$ cat config.mk
export PLATFORM = sky130hd
export DESIGN_NAME = coef_boot_gpio_dir_regs
export DESIGN_NICKNAME = d
export VERILOG_FILES = /design/src/core/coef_regs_pkg.sv /design/src/core/boot_status_if.sv /design/src/core/boot_status_tracker.sv /design/src/core/coef_boot_gpio_dir_regs.sv
export SDC_FILE = /design/constraint.sdc
export NUM_CORES = 1
export LEC_CHECK = 0
export BUFFER_PORTS_ARGS = -buffer_cell sky130_fd_sc_hd__buf_2
export CORE_MARGIN = 2
export CORE_UTILIZATION = 45
export DETAILED_ROUTE_END_ITERATION = 8
export PLACE_DENSITY = 0.69
export SLEW_MARGIN = 30
export SYNTH_ARGS = -nofsm -noshare
export SYNTH_HDL_FRONTEND = slang
export SYNTH_SLANG_ARGS = --single-unit
$ cat constraint.sdc
create_clock -name ref_clk -period 1.28 [get_ports ref_clk]
set_input_delay 0.256 -clock ref_clk [delete_from_list [all_inputs] [get_ports ref_clk]]
set_output_delay 0.256 -clock ref_clk [all_outputs]
set_load 0.1 [all_outputs]
$ cat src/core/coef_regs_pkg.sv
// Purpose: constants shared by the coefficient boot and pin direction bank
// Assumes: 8-bit register offsets on the device control bus
// Notes: offsets are byte addresses of the control bus
package coef_regs_pkg;
	localparam logic [7:0] ctrl0_offset = 8'h56;
	localparam logic [7:0] addr_high_offset = 8'h58;
	localparam logic [7:0] addr_middle_offset = 8'h59;
	localparam logic [7:0] addr_low_offset = 8'h5a;
	localparam logic [7:0] boot_status_offset = 8'h5b;
	localparam logic [7:0] biquad_ctrl_offset = 8'h5c;
	localparam logic [7:0] supply_offset = 8'h5e;
	localparam logic [7:0] pin_dir_offset = 8'h60;
	localparam int load_source_bit = 0;
	localparam int wide_address_bit = 5;
	localparam int done_bit = 0;
	localparam int crc_error_bit = 1;
	localparam int first_coef_bit = 0;
	localparam logic [7:0] ctrl0_reset = 8'h00;
	localparam logic [7:0] addr_reset = 8'h00;
	localparam logic [7:0] biquad_ctrl_reset = 8'h00;
	localparam logic [7:0] supply_reset = 8'h00;
	localparam logic [2:0] pin_dir_reset = 3'h0;
	localparam logic [1:0] boot_status_reset = 2'h0;
	localparam logic [7:0] ctrl0_mask = 8'h21;
endpackage

$ cat src/core/boot_status_if.sv
// Purpose: carries boot load events and status between modules
// Assumes: single clock domain
// Notes: events are one-cycle pulses
`timescale 1ns/1ps
`default_nettype none
interface boot_status_if;
	logic load_start;
	logic load_done;
	logic crc_error;
	logic [1:0] status;
	modport tracker (input load_start, input load_done, input crc_error,
		output status);
	modport bank (output load_start, output load_done, output crc_error,
		input status);
endinterface
`default_nettype wire

$ cat src/core/boot_status_tracker.sv
// Purpose: holds the done and checksum result bits of the boot load
// Assumes: load engine pulses start and done, and holds error valid while done is high
// Notes: a done in the start cycle wins over the clear
`timescale 1ns/1ps
`default_nettype none
module boot_status_tracker
	import coef_regs_pkg::*;
(
	input wire logic ref_clk,
	input wire logic nrst,
	boot_status_if.tracker bs
);
	// ==========================================
	// status flags
	always_ff @(posedge ref_clk or negedge nrst) begin
		if (!nrst) begin
			bs.status <= boot_status_reset;
		end else begin
			if (bs.load_done) begin
				bs.status[done_bit] <= 1'b1;
				bs.status[crc_error_bit] <= bs.crc_error;
			end else if (bs.load_start) begin
				bs.status <= boot_status_reset;
			end
		end
	end
endmodule
`default_nettype wire

$ cat src/core/coef_boot_gpio_dir_regs.sv
// Overview of operation
// - middle start address byte, read-write
// - low start address byte, resets zero
// - status bit 1 flags checksum failure
// - status bit 0 flags load finished
// - status read-only, reserved bits zero
// - host marks first biquad coefficient write
// - supply code equals volts times 8.428
// - supply register read-only, zero after reset
// - direction bits: 1 output, 0 input
// - direction resets to all inputs
// - high start address byte register
// - load source bit: host or memory
// - wide address enable sends three bytes
//
// Purpose: register bank for coefficient boot, supply code, pin direction
// Assumes: decoded control-bus write/read strobes, synchronous inputs
// Notes: read data is registered, valid the cycle after the read strobe
`timescale 1ns/1ps
`default_nettype none
module coef_boot_gpio_dir_regs
	import coef_regs_pkg::*;
(
	input wire logic ref_clk,
	input wire logic nrst,
	input wire logic reg_write,
	input wire logic reg_read,
	input wire logic [7:0] reg_addr,
	input wire logic [7:0] reg_wdata,
	output logic [7:0] reg_rdata,
	input wire logic load_start,
	input wire logic load_done,
	input wire logic crc_error,
	input wire logic sample_valid,
	input wire logic [7:0] sample_code,
	input wire logic biquad_coef_write,
	output logic load_from_memory,
	output logic wide_address_enable,
	output logic [23:0] coef_start_address,
	output logic biquad_first_coef_flag,
	output logic biquad_group_start,
	output logic pin0_output_enable,
	output logic pin1_output_enable,
	output logic pin2_output_enable
);
	logic [7:0] ctrl0;
	logic [7:0] addr_high;
	logic [7:0] coef_start_addr_middle;
	logic [7:0] coef_start_addr_low;
	logic [7:0] biquad_write_control;
	logic [7:0] supply_voltage_sample;
	logic [2:0] pin_direction_control;
	logic [7:0] next_rdata;
	boot_status_if bs();

	assign bs.load_start = load_start;
	assign bs.load_done = load_done;
	assign bs.crc_error = crc_error;

	boot_status_tracker u_tracker (
		.ref_clk(ref_clk),
		.nrst(nrst),
		.bs(bs)
	);

	// ==========================================
	// write decode: one strobe per writable register
	// status and supply offsets decode to nothing, so host writes there
	// cannot disturb what the tracker and the sampler hold
	logic hit_ctrl0;
	logic hit_addr_high;
	logic hit_addr_middle;
	logic hit_addr_low;
	logic hit_biquad;
	logic hit_pin_dir;
	always_comb begin
		hit_ctrl0 = 1'b0;
		hit_addr_high = 1'b0;
		hit_addr_middle = 1'b0;
		hit_addr_low = 1'b0;
		hit_biquad = 1'b0;
		hit_pin_dir = 1'b0;
		if (reg_write) begin
			case (reg_addr)
				ctrl0_offset: hit_ctrl0 = 1'b1;
				addr_high_offset: hit_addr_high = 1'b1;
				addr_middle_offset: hit_addr_middle = 1'b1;
				addr_low_offset: hit_addr_low = 1'b1;
				biquad_ctrl_offset: hit_biquad = 1'b1;
				pin_dir_offset: hit_pin_dir = 1'b1;
				default: hit_ctrl0 = 1'b0;
			endcase
		end
	end

	// ==========================================
	// load control: only the source and wide address bits are kept,
	// the rest of the byte reads back zero
	always_ff @(posedge ref_clk or negedge nrst) begin
		if (!nrst) begin
			ctrl0 <= ctrl0_reset;
		end else if (hit_ctrl0) begin
			ctrl0 <= reg_wdata & ctrl0_mask;
		end
	end

	// ==========================================
	// high start address byte
	always_ff @(posedge ref_clk or negedge nrst) begin
		if (!nrst) begin
			addr_high <= addr_reset;
		end else if (hit_addr_high) begin
			addr_high <= reg_wdata;
		end
	end

	// ==========================================
	// middle start address byte
	always_ff @(posedge ref_clk or negedge nrst) begin
		if (!nrst) begin
			coef_start_addr_middle <= addr_reset;
		end else if (hit_addr_middle) begin
			coef_start_addr_middle <= reg_wdata;
		end
	end

	// ==========================================
	// low start address byte
	always_ff @(posedge ref_clk or negedge nrst) begin
		if (!nrst) begin
			coef_start_addr_low <= addr_reset;
		end else if (hit_addr_low) begin
			coef_start_addr_low <= reg_wdata;
		end
	end

	// ==========================================
	// biquad write control, all eight bits stored
	always_ff @(posedge ref_clk or negedge nrst) begin
		if (!nrst) begin
			biquad_write_control <= biquad_ctrl_reset;
		end else if (hit_biquad) begin
			biquad_write_control <= reg_wdata;
		end
	end

	// ==========================================
	// pin direction, only the three pin bits exist
	always_ff @(posedge ref_clk or negedge nrst) begin
		if (!nrst) begin
			pin_direction_control <= pin_dir_reset;
		end else if (hit_pin_dir) begin
			pin_direction_control <= reg_wdata[2:0];
		end
	end

	// ==========================================
	// supply measurement, only the sampler updates it
	always_ff @(posedge ref_clk or negedge nrst) begin
		if (!nrst) begin
			supply_voltage_sample <= supply_reset;
		end else if (sample_valid) begin
			supply_voltage_sample <= sample_code;
		end
	end

	// ==========================================
	// load control copies; every output lags its register by one edge
	always_ff @(posedge ref_clk or negedge nrst) begin
		if (!nrst) begin
			load_from_memory <= 1'b0;
			wide_address_enable <= 1'b0;
		end else begin
			load_from_memory <= ctrl0[load_source_bit];
			wide_address_enable <= ctrl0[wide_address_bit];
		end
	end

	// ==========================================
	// start address, high byte most significant
	// high byte is carried in narrow mode too; the engine ignores it there
	always_ff @(posedge ref_clk or negedge nrst) begin
		if (!nrst) begin
			coef_start_address <= 24'h000000;
		end else begin
			coef_start_address <= {addr_high, coef_start_addr_middle,
				coef_start_addr_low};
		end
	end

	// ==========================================
	// biquad grouping
	always_ff @(posedge ref_clk or negedge nrst) begin
		if (!nrst) begin
			biquad_first_coef_flag <= 1'b0;
			biquad_group_start <= 1'b0;
		end else begin
			biquad_first_coef_flag <=
				biquad_write_control[first_coef_bit];
			// a coefficient write with the marker set opens a new group
			biquad_group_start <= biquad_coef_write &
				biquad_write_control[first_coef_bit];
		end
	end

	// ==========================================
	// pin output enables, one flop per pin
	// 1 lets the pin drive, 0 leaves it an input
	logic [2:0] pin_oe;
	for (genvar i = 0; i < 3; i++) begin : g_pin_oe
		always_ff @(posedge ref_clk or negedge nrst) begin
			if (!nrst) begin
				pin_oe[i] <= pin_dir_reset[i];
			end else begin
				pin_oe[i] <= pin_direction_control[i];
			end
		end
	end
	assign pin0_output_enable = pin_oe[0];
	assign pin1_output_enable = pin_oe[1];
	assign pin2_output_enable = pin_oe[2];

	// ==========================================
	// read mux
	always_comb begin
		next_rdata = 8'h00;
		case (reg_addr)
			ctrl0_offset: next_rdata = ctrl0;
			addr_high_offset: next_rdata = addr_high;
			addr_middle_offset: next_rdata = coef_start_addr_middle;
			addr_low_offset: next_rdata = coef_start_addr_low;
			boot_status_offset: next_rdata = {6'h00, bs.status};
			biquad_ctrl_offset: next_rdata = biquad_write_control;
			supply_offset: next_rdata = supply_voltage_sample;
			pin_dir_offset: next_rdata = {5'h00, pin_direction_control};
			default: next_rdata = 8'h00;
		endcase
	end

	always_ff @(posedge ref_clk or negedge nrst) begin
		if (!nrst) begin
			reg_rdata <= 8'h00;
		end else if (reg_read) begin
			reg_rdata <= next_rdata;
		end
	end
endmodule
`default_nettype wire

-- Word level (Yosys, flattened, before mapping)
Index checks and enable logic that the tools add are counted.
- bitwise operators: 1
- reduce and logical (&&, ||, !) cells: 1
- multiplexer cells: 15
- equality and inequality tests: 8
- operator list (kind ; number):
    equality test 8 x 7 -> 1 bit (second input constant) ; 8
    one-hot mux 8 bit (8 select lines) ; 1
    two-way mux 1 bit ; 12
    two-way mux 2 bit ; 2
    nonzero test 2 bit ; 1
    bitwise AND 1 bit ; 1
- output and inout port bits: 39
- word-level logic and storage cells: 42
- bits in registers: 86
- bits of input ports: 33

-- Logic depth before layout (Yosys ltp)
Gate-level depths: netlist of run 1.
- depth in word-level cells: 3
- depth in mapped cells: 6
- mapped depth without buffers: 5

-- Modules after synthesis
From an unflattened synthesis of run 1, not the netlist that was laid out.
- cell total of the unflattened synthesis: 221
- area, all modules: 3398.3 um^2
- by module, submodules not included (module ; cells each ; instances ; area each (um^2)):
    coef_boot_gpio_dir_regs ; 215 ; 1 ; 3323.2
    boot_status_tracker ; 6 ; 1 ; 75.1

-- Worst setup path after synthesis of run 1
No wires, ideal clock.
- path type: input -> register
- start point: in reg_addr[7]
- end point: reg addr_high[0]
- required time: 1.155 ns
- arrival time: 1.670 ns
- cell stages on the path: 5
- slack: -0.515 ns
- path through: or4b_4 > or2_1 > buf_6 > nor2_8 > mux2_2
- word-level cells in the longest chain between the ends: 3
- RTL lines (element ; RTL line ; text):
    start: declaration ; coef_boot_gpio_dir_regs.sv:28 ; input wire logic [7:0] reg_addr,
    equality test 8 x 7 -> 1 bit ; coef_boot_gpio_dir_regs.sv:84 ; case (reg_addr)
    two-way mux 1 bit ; coef_boot_gpio_dir_regs.sv:84 ;
    two-way mux 1 bit ; coef_boot_gpio_dir_regs.sv:83 ; if (reg_write) begin
    end signal: assignment ; coef_boot_gpio_dir_regs.sv:111 ; addr_high <= addr_reset;
    end signal: assignment ; coef_boot_gpio_dir_regs.sv:113 ; addr_high <= reg_wdata;
    end: declaration ; coef_boot_gpio_dir_regs.sv:47 ; logic [7:0] addr_high;
Every way passes these cells.
A chain may end at the register's enable or synchronous reset.

-- Worst setup path in the final report of run 1
- start point: in reg_addr[1]
- end point: reg addr_high[2]
The elaborated chain is that of the path after synthesis.

==> results of run 1 <==
==> synthesized netlist by cell type (2+ instances only) <==
library cell  number  area share (%)
o22ai_1            2            0.37
nor2_1             6            0.67
dfrtp_1           86              64
and3_1             2            0.37
nand2b_1           4            0.75
nand3b_1           2            0.45
o21ai_0            4            0.60
mux2i_1           11             3.3
inv_1              3            0.34
a22o_1             2            0.52
a22oi_1            2            0.45
mux2_2            47              16
nand2_1           11             1.2
buf_2              4            0.60
nor4_4             2             1.3
a21oi_1            4            0.60
o2bb2ai_1          9             2.4
==> registers in the layout (all words and copies together) (netlist names), 2 cells and up <==
register	count
u_tracker.bs.status	2
reg_rdata	8
coef_start_addr_middle	8
ctrl0	2
biquad_write_control	8
coef_start_address	24
coef_start_addr_low	8
addr_high	8
pin_direction_control	3
supply_voltage_sample	8
==> where the power goes <==
group	total [uW]	switching, uW	internal (uW)	leakage (uW)
combinational	983	582	401	0.00117
clock	2040	892	1150	0.000110
sequential	2950	106	2850	0.00115
==> per-stage QoR <==
step | hold slack, ns | util (%) | setup slack (ns) | instances | power [uW]
global placement | 0.321 | 65.1 | -0.603 | 416 | 3930
CTS | 0.111 | 69.0 | -0.206 | 434 | 5970
global route | 0.114 | 71.4 | -0.270 | 438 | 6200
finish | 0.115 | 71.4 | -0.254 | 438 | 5980
detailed placement | 0.326 | 65.1 | -0.652 | 416 | 3950
floorplan | -0.0396 | - | -0.475 | 223 | 3480
==> final timing paths <==
path                            cells past startpoint                    from                     end
worst max-delay path                                5             reg_addr[1]            addr_high[2]
worst min-delay path                                2       biquad_coef_write      biquad_group_start
worst max register to register                      5  coef_start_addr_low[0]            reg_rdata[0]
worst min register to register                      0            addr_high[6]  coef_start_address[22]
max in group asynchronous                           3                    nrst            reg_rdata[6]
min in group asynchronous                           3                    nrst  biquad_first_coef_flag
==> worst max-delay path, stage by stage <==
cell,delay (ns)
buf_6,0.10
or4b_4,0.57
or2_4,0.31
nor2_8,0.19
mux2_2,0.36
==> final cells by class <==
cell class	count	area [um2]
fillers	463	2060
multi-input cells	127	1370
inverters	4	15.0
clock buffers	12	145
flip-flops and latches	86	2150
well taps	99	124
clock inverters	4	70.1
repair buffers	106	1280
==> cells by family (layout without fill, tap and decap cells) <==
kind of cell / after synthesis / in the layout
AO/OA/AOI/OAI: 31 / 31
buffers and inverters: 10 / 126
multiplexers: 59 / 59
AND/OR/NAND/NOR: 37 / 37
flip-flops: 86 / 86
==> routing by layer <==
metal / GRT usage (%) / up-vias / share of wire [%] / wire length, um
li1: - / 1037 / - / -
met1: 25.9 / 1218 / 42 / 3450
met2: 33.6 / 87 / 51 / 4250
met3: 5.68 / 20 / 4.6 / 376
met4: 8.08 / 0 / 2.3 / 190
met5: 0 / - / 0 / 0
==> timing repair <==
item	4_1_cts	5_1_grt
pin swaps	8	14
endpoints found under the hold margin	86	0
hold buffers	1	0
setup endpoints to repair	43	47
gates cloned	0	0
gates resized for setup	13	32
buffers inserted	1	4
==> impl_metrics.tcl, run 1 <==
set metrics [dict create \
    period_minus_slack_ns 1.53 \
    grt_overflow 0 \
    final_common_cell "dfrtp_1" \
    start_util_pct 46.4 \
    tns_ns -5.83 \
    synth_ff_type "dfrtp_1" \
    antenna_found_initial 0 \
    die_y_um 90.3 \
    synth_top_family_by_area "multiplexers" \
    synth-adder-area-share_pct 0 \
    cts-root-buf "clkbuf_8" \
    syn_nets 256 \
    async_flop_share_pct 100 \
    status "complete, but fails checks" \
    vdd_ir_drop_max_uv 862 \
    required_ns 1.52 \
    n_antenna_cell 0 \
    tightest_slew_ns 0.450 \
    hold_class "in -> reg" \
    worst_clock_skew_ns 0.00351 \
    antenna_left 0 \
    powerDensity_mw_per_mm2 1160 \
    core_mm2 0.00721 \
    cp_max_fo 8 \
    wl_um 8260 \
    yosys_warnings 0 \
    synth-simple-area-share_pct 7.44 \
    setup.worst_path.end_class "flop" \
    num_rows 31 \
    hold_violations 0 \
    violations "setup timing" \
    synth_edf_count 0 \
    synth.area.mux_share_pct 19.8 \
    power.leakage_uw 0.00243 \
    wl_per_cell_um 18.9 \
    ys_types 39 \
    port-buffer-count 71 \
    rrSetupSlack_ns -0.20 \
    final_max_slew_viol_count 0 \
    finalCritPeriodShare_pct 120 \
    yosys.area_share.xor_xnor_pct 0 \
    synth_compound_area_share_pct 7.03 \
    drtPass1Iterations 4 \
    drv_cap 0 \
    clk_pin_slew_ns 0.08 \
    setup_ws_ns -0.254 \
    grt_pass1_wl_um 12800 \
    fin_area_mm2 0.00515 \
    area_delta_synth_final_pct 53.9 \
    syn_area_mm2 0.00335 \
    ys_seq_area_share_pct 64.3 \
    synthCells 223 \
    drive_above_1_share_pct 57.2 \
    io_pins 72 \
    cts-buffers-inserted 9 \
    slew-limit-headroom_pct 70.0 \
    hpwl_um 5660 \
    first_iter_violations 122 \
    rsz0062_at_grt "true" \
    grt_pass1_vias 2446 \
    startpoint_type "primary input" \
    htree_levels 3 \
    syn_area_per_cell_um2 15.0 \
    cts.path.max_buffers 2 \
    die_x_um 90.3 \
    grt_max_degree 87 \
    tritoncts "built" \
    drc_errors 0 \
    place_area_mm2 0.00470 \
    max_freq_mhz 652 \
    nNetsFinal 367 \
    clock_latency_ns 0.35 \
    ys_seq_elements 86 \
    die-area_mm2 0.00815 \
    setup_violations 35 \
    cp.arrival_ns 1.78 \
    viasPerCell 5.39 \
    most-common-layout-cells "dfrtp_1 (84), buf_12 (41), mux2_2 (28), buf_2 (28), buf_4 (27)" \
    track_usage_pct 20.5 \
    clkSinkCount 86 \
    critPathKind "in -> reg" \
    gp_congestion 0.942 \
    vias 2362 \
]
Note: power is estimated with default switching activity, not from simulation.
==> run 2, diff against run 1 <==
CELL_PAD_IN_SITES_DETAIL_PLACEMENT = 0   (was default)
CELL_PAD_IN_SITES_GLOBAL_PLACEMENT = 1   (was default)
CORE_UTILIZATION = 39   (was 45)
PLACE_DENSITY = 0.72   (was 0.69)
==> impl_metrics.tcl, run 2 (same netlist as run 1, synthesis figures left out) <==
set metrics [dict create \
    status "complete, but fails checks" \
    violations "setup timing" \
    dr.max_layer_used "met4" \
    wl_um 7730 \
    vias 2218 \
    grt_overflow 0 \
    largest_reg_flops 24 \
    core_mm2 0.00826 \
    fill_cells 642 \
    cp_top_family "simple AND/OR/NAND/NOR gates" \
    viasPerCell 5.00 \
    nNetsFinal 367 \
    setup_ws_ns -0.223 \
    top_register "coef_start_address" \
    antenna_left 0 \
    worst_clock_skew_ns 0.00680 \
    hold_violations 0 \
    slew-limit-headroom_pct 71.1 \
    drv_cap 0 \
    wl_per_cell_um 17.4 \
    die_x_um 96.7 \
    cts-buffers-inserted 9 \
    htree_levels 3 \
    power.leakage_uw 0.00239 \
    period_minus_slack_ns 1.50 \
    path_cells "buf_6 > or4b_4 > nor2_2 > and3_4 > buf_4 > mux2_2" \
    tightest_slew_ns 0.434 \
    dr_wl_met3_um 316 \
    tns_ns -5.66 \
    max_freq_mhz 666 \
    wl_met2_um 4080 \
    setup.worst_path.end_class "flop" \
    die-area_mm2 0.00934 \
    rsz0062_at_grt "true" \
    finalCritPeriodShare_pct 117 \
    most-common-layout-cells "dfrtp_1 (86), buf_12 (40), mux2_2 (37)" \
    critPathSlowestCell "or4b_4" \
    setup_violations 35 \
    cts-root-buf "clkbuf_8" \
    gp_congestion 0.844 \
    die_y_um 96.7 \
    ff_latch_area_mm2 0.00215 \
    tritoncts "built" \
    critPathKind "in -> reg" \
    grt_max_degree 87 \
    final_max_slew_viol_count 0 \
    start_util_pct 40.5 \
    final_common_cell "dfrtp_1" \
    cts.path.max_buffers 2 \
    cp.arrival_ns 1.74 \
    critPathMaxStageDelay_ns 0.56 \
    antenna_found_initial 0 \
    pre_cts_ws_ns -0.650 \
    io_pins 72 \
    drc_errors 0 \
    cp_num_buf_inv 2 \
    port-buffer-count 71 \
    track_usage_pct 17.4 \
    area_delta_synth_final_pct 51.0 \
    startpoint_type "primary input" \
    num_rows 33 \
    clk_pin_slew_ns 0.08 \
    multi_input_area_mm2 0.00131 \
    powerDensity_mw_per_mm2 1130 \
    drive_above_1_share_pct 55.2 \
    grt_pass1_wl_um 12600 \
    hold_class "in -> reg" \
    n_antenna_cell 0 \
    required_ns 1.52 \
    hpwl_um 5600 \
    grt_pass1_vias 2383 \
    clkSinkCount 86 \
    drtPass1Iterations 4 \
    vdd_ir_drop_max_uv 607 \
    clock_latency_ns 0.35 \
    first_iter_violations 99 \
    cp_max_fo 4 \
    wl_met1_um 3270 \
]
==> run 2: cell types whose count changed in the layout (fill, tap and decap cells not counted), moves of 2 or more <==
cell	before	now
mux2_2	28	37
dfrtp_2	2	0
o22ai_2	2	0
clkinvlp_4	0	4
dfrtp_1	84	86
o2bb2ai_1	4	6
clkinv_2	2	0
o2bb2ai_2	4	2
mux2_4	19	10
==> run 2: routing by layer <==
metal / vias up / GRT usage [%]
li1: 1036 / -
met1: 1124 / 22.1
met2: 54 / 28.1
met3: 4 / 4.26
met4: 0 / 8.56
met5: - / 0
==> run 2: cell type report <==
| type | count | area share, % |
|---|---|---|
| sequential | 86 | 42.6 |
| multi-input combinational | 127 | 25.9 |
| timing repair buffer | 106 | 24.9 |
| clock buffer | 11 | 2.60 |
| tap | 105 | 2.60 |
| clock inverter | 5 | 1.19 |
| inverter | 4 | 0.297 |
==> run 2: metrics by stage <==
step	std cells	util [%]	power [uW]	hold WS (ns)	instance area, um2
6_report	444	61.2	5730	0.108	5060
5_1_grt	444	61.2	5970	0.114	5060
4_1_cts	442	60.3	5790	0.0975	4980
3_5_place_dp	423	56.9	3950	0.324	4700
3_3_place_gp	423	56.9	3930	0.321	4700
2_1_floorplan	223	-	3480	-0.0396	3420
==> run 2: timing repair <==
item | in CTS | in global routing
endpoints found under the setup margin | 43 | 38
hold buffers | 1 | 0
hold endpoints to repair | 86 | 0
setup buffers | 3 | 3
gates resized for setup | 15 | 12
pin swaps | 8 | 7
==> run 2: final timing paths <==
kind | to | cells after the start | startpoint | slack, ns
setup / recovery | biquad_write_control[1] | 6 | reg_addr[7] | -0.22
hold / removal | u_tracker.bs.status[0] | 2 | load_done | 0.11
setup reg to reg | reg_rdata[0] | 5 | u_tracker.bs.status[0] | -0.05
hold reg to reg | coef_start_address[22] | 0 | addr_high[6] | 0.39
max in group asynchronous | pin_direction_control[0] | 3 | nrst | 0.48
min in group asynchronous | biquad_first_coef_flag | 3 | nrst | 0.48
==> run 2: where the power goes <==
group	total [uW]	internal, uW	leakage (uW)	switching [uW]
Clock	1830	902	0.0000818	925
Sequential	2950	2850	0.00116	98.3
Combinational	956	383	0.00115	573
Total	5730	4130	0.00239	1600
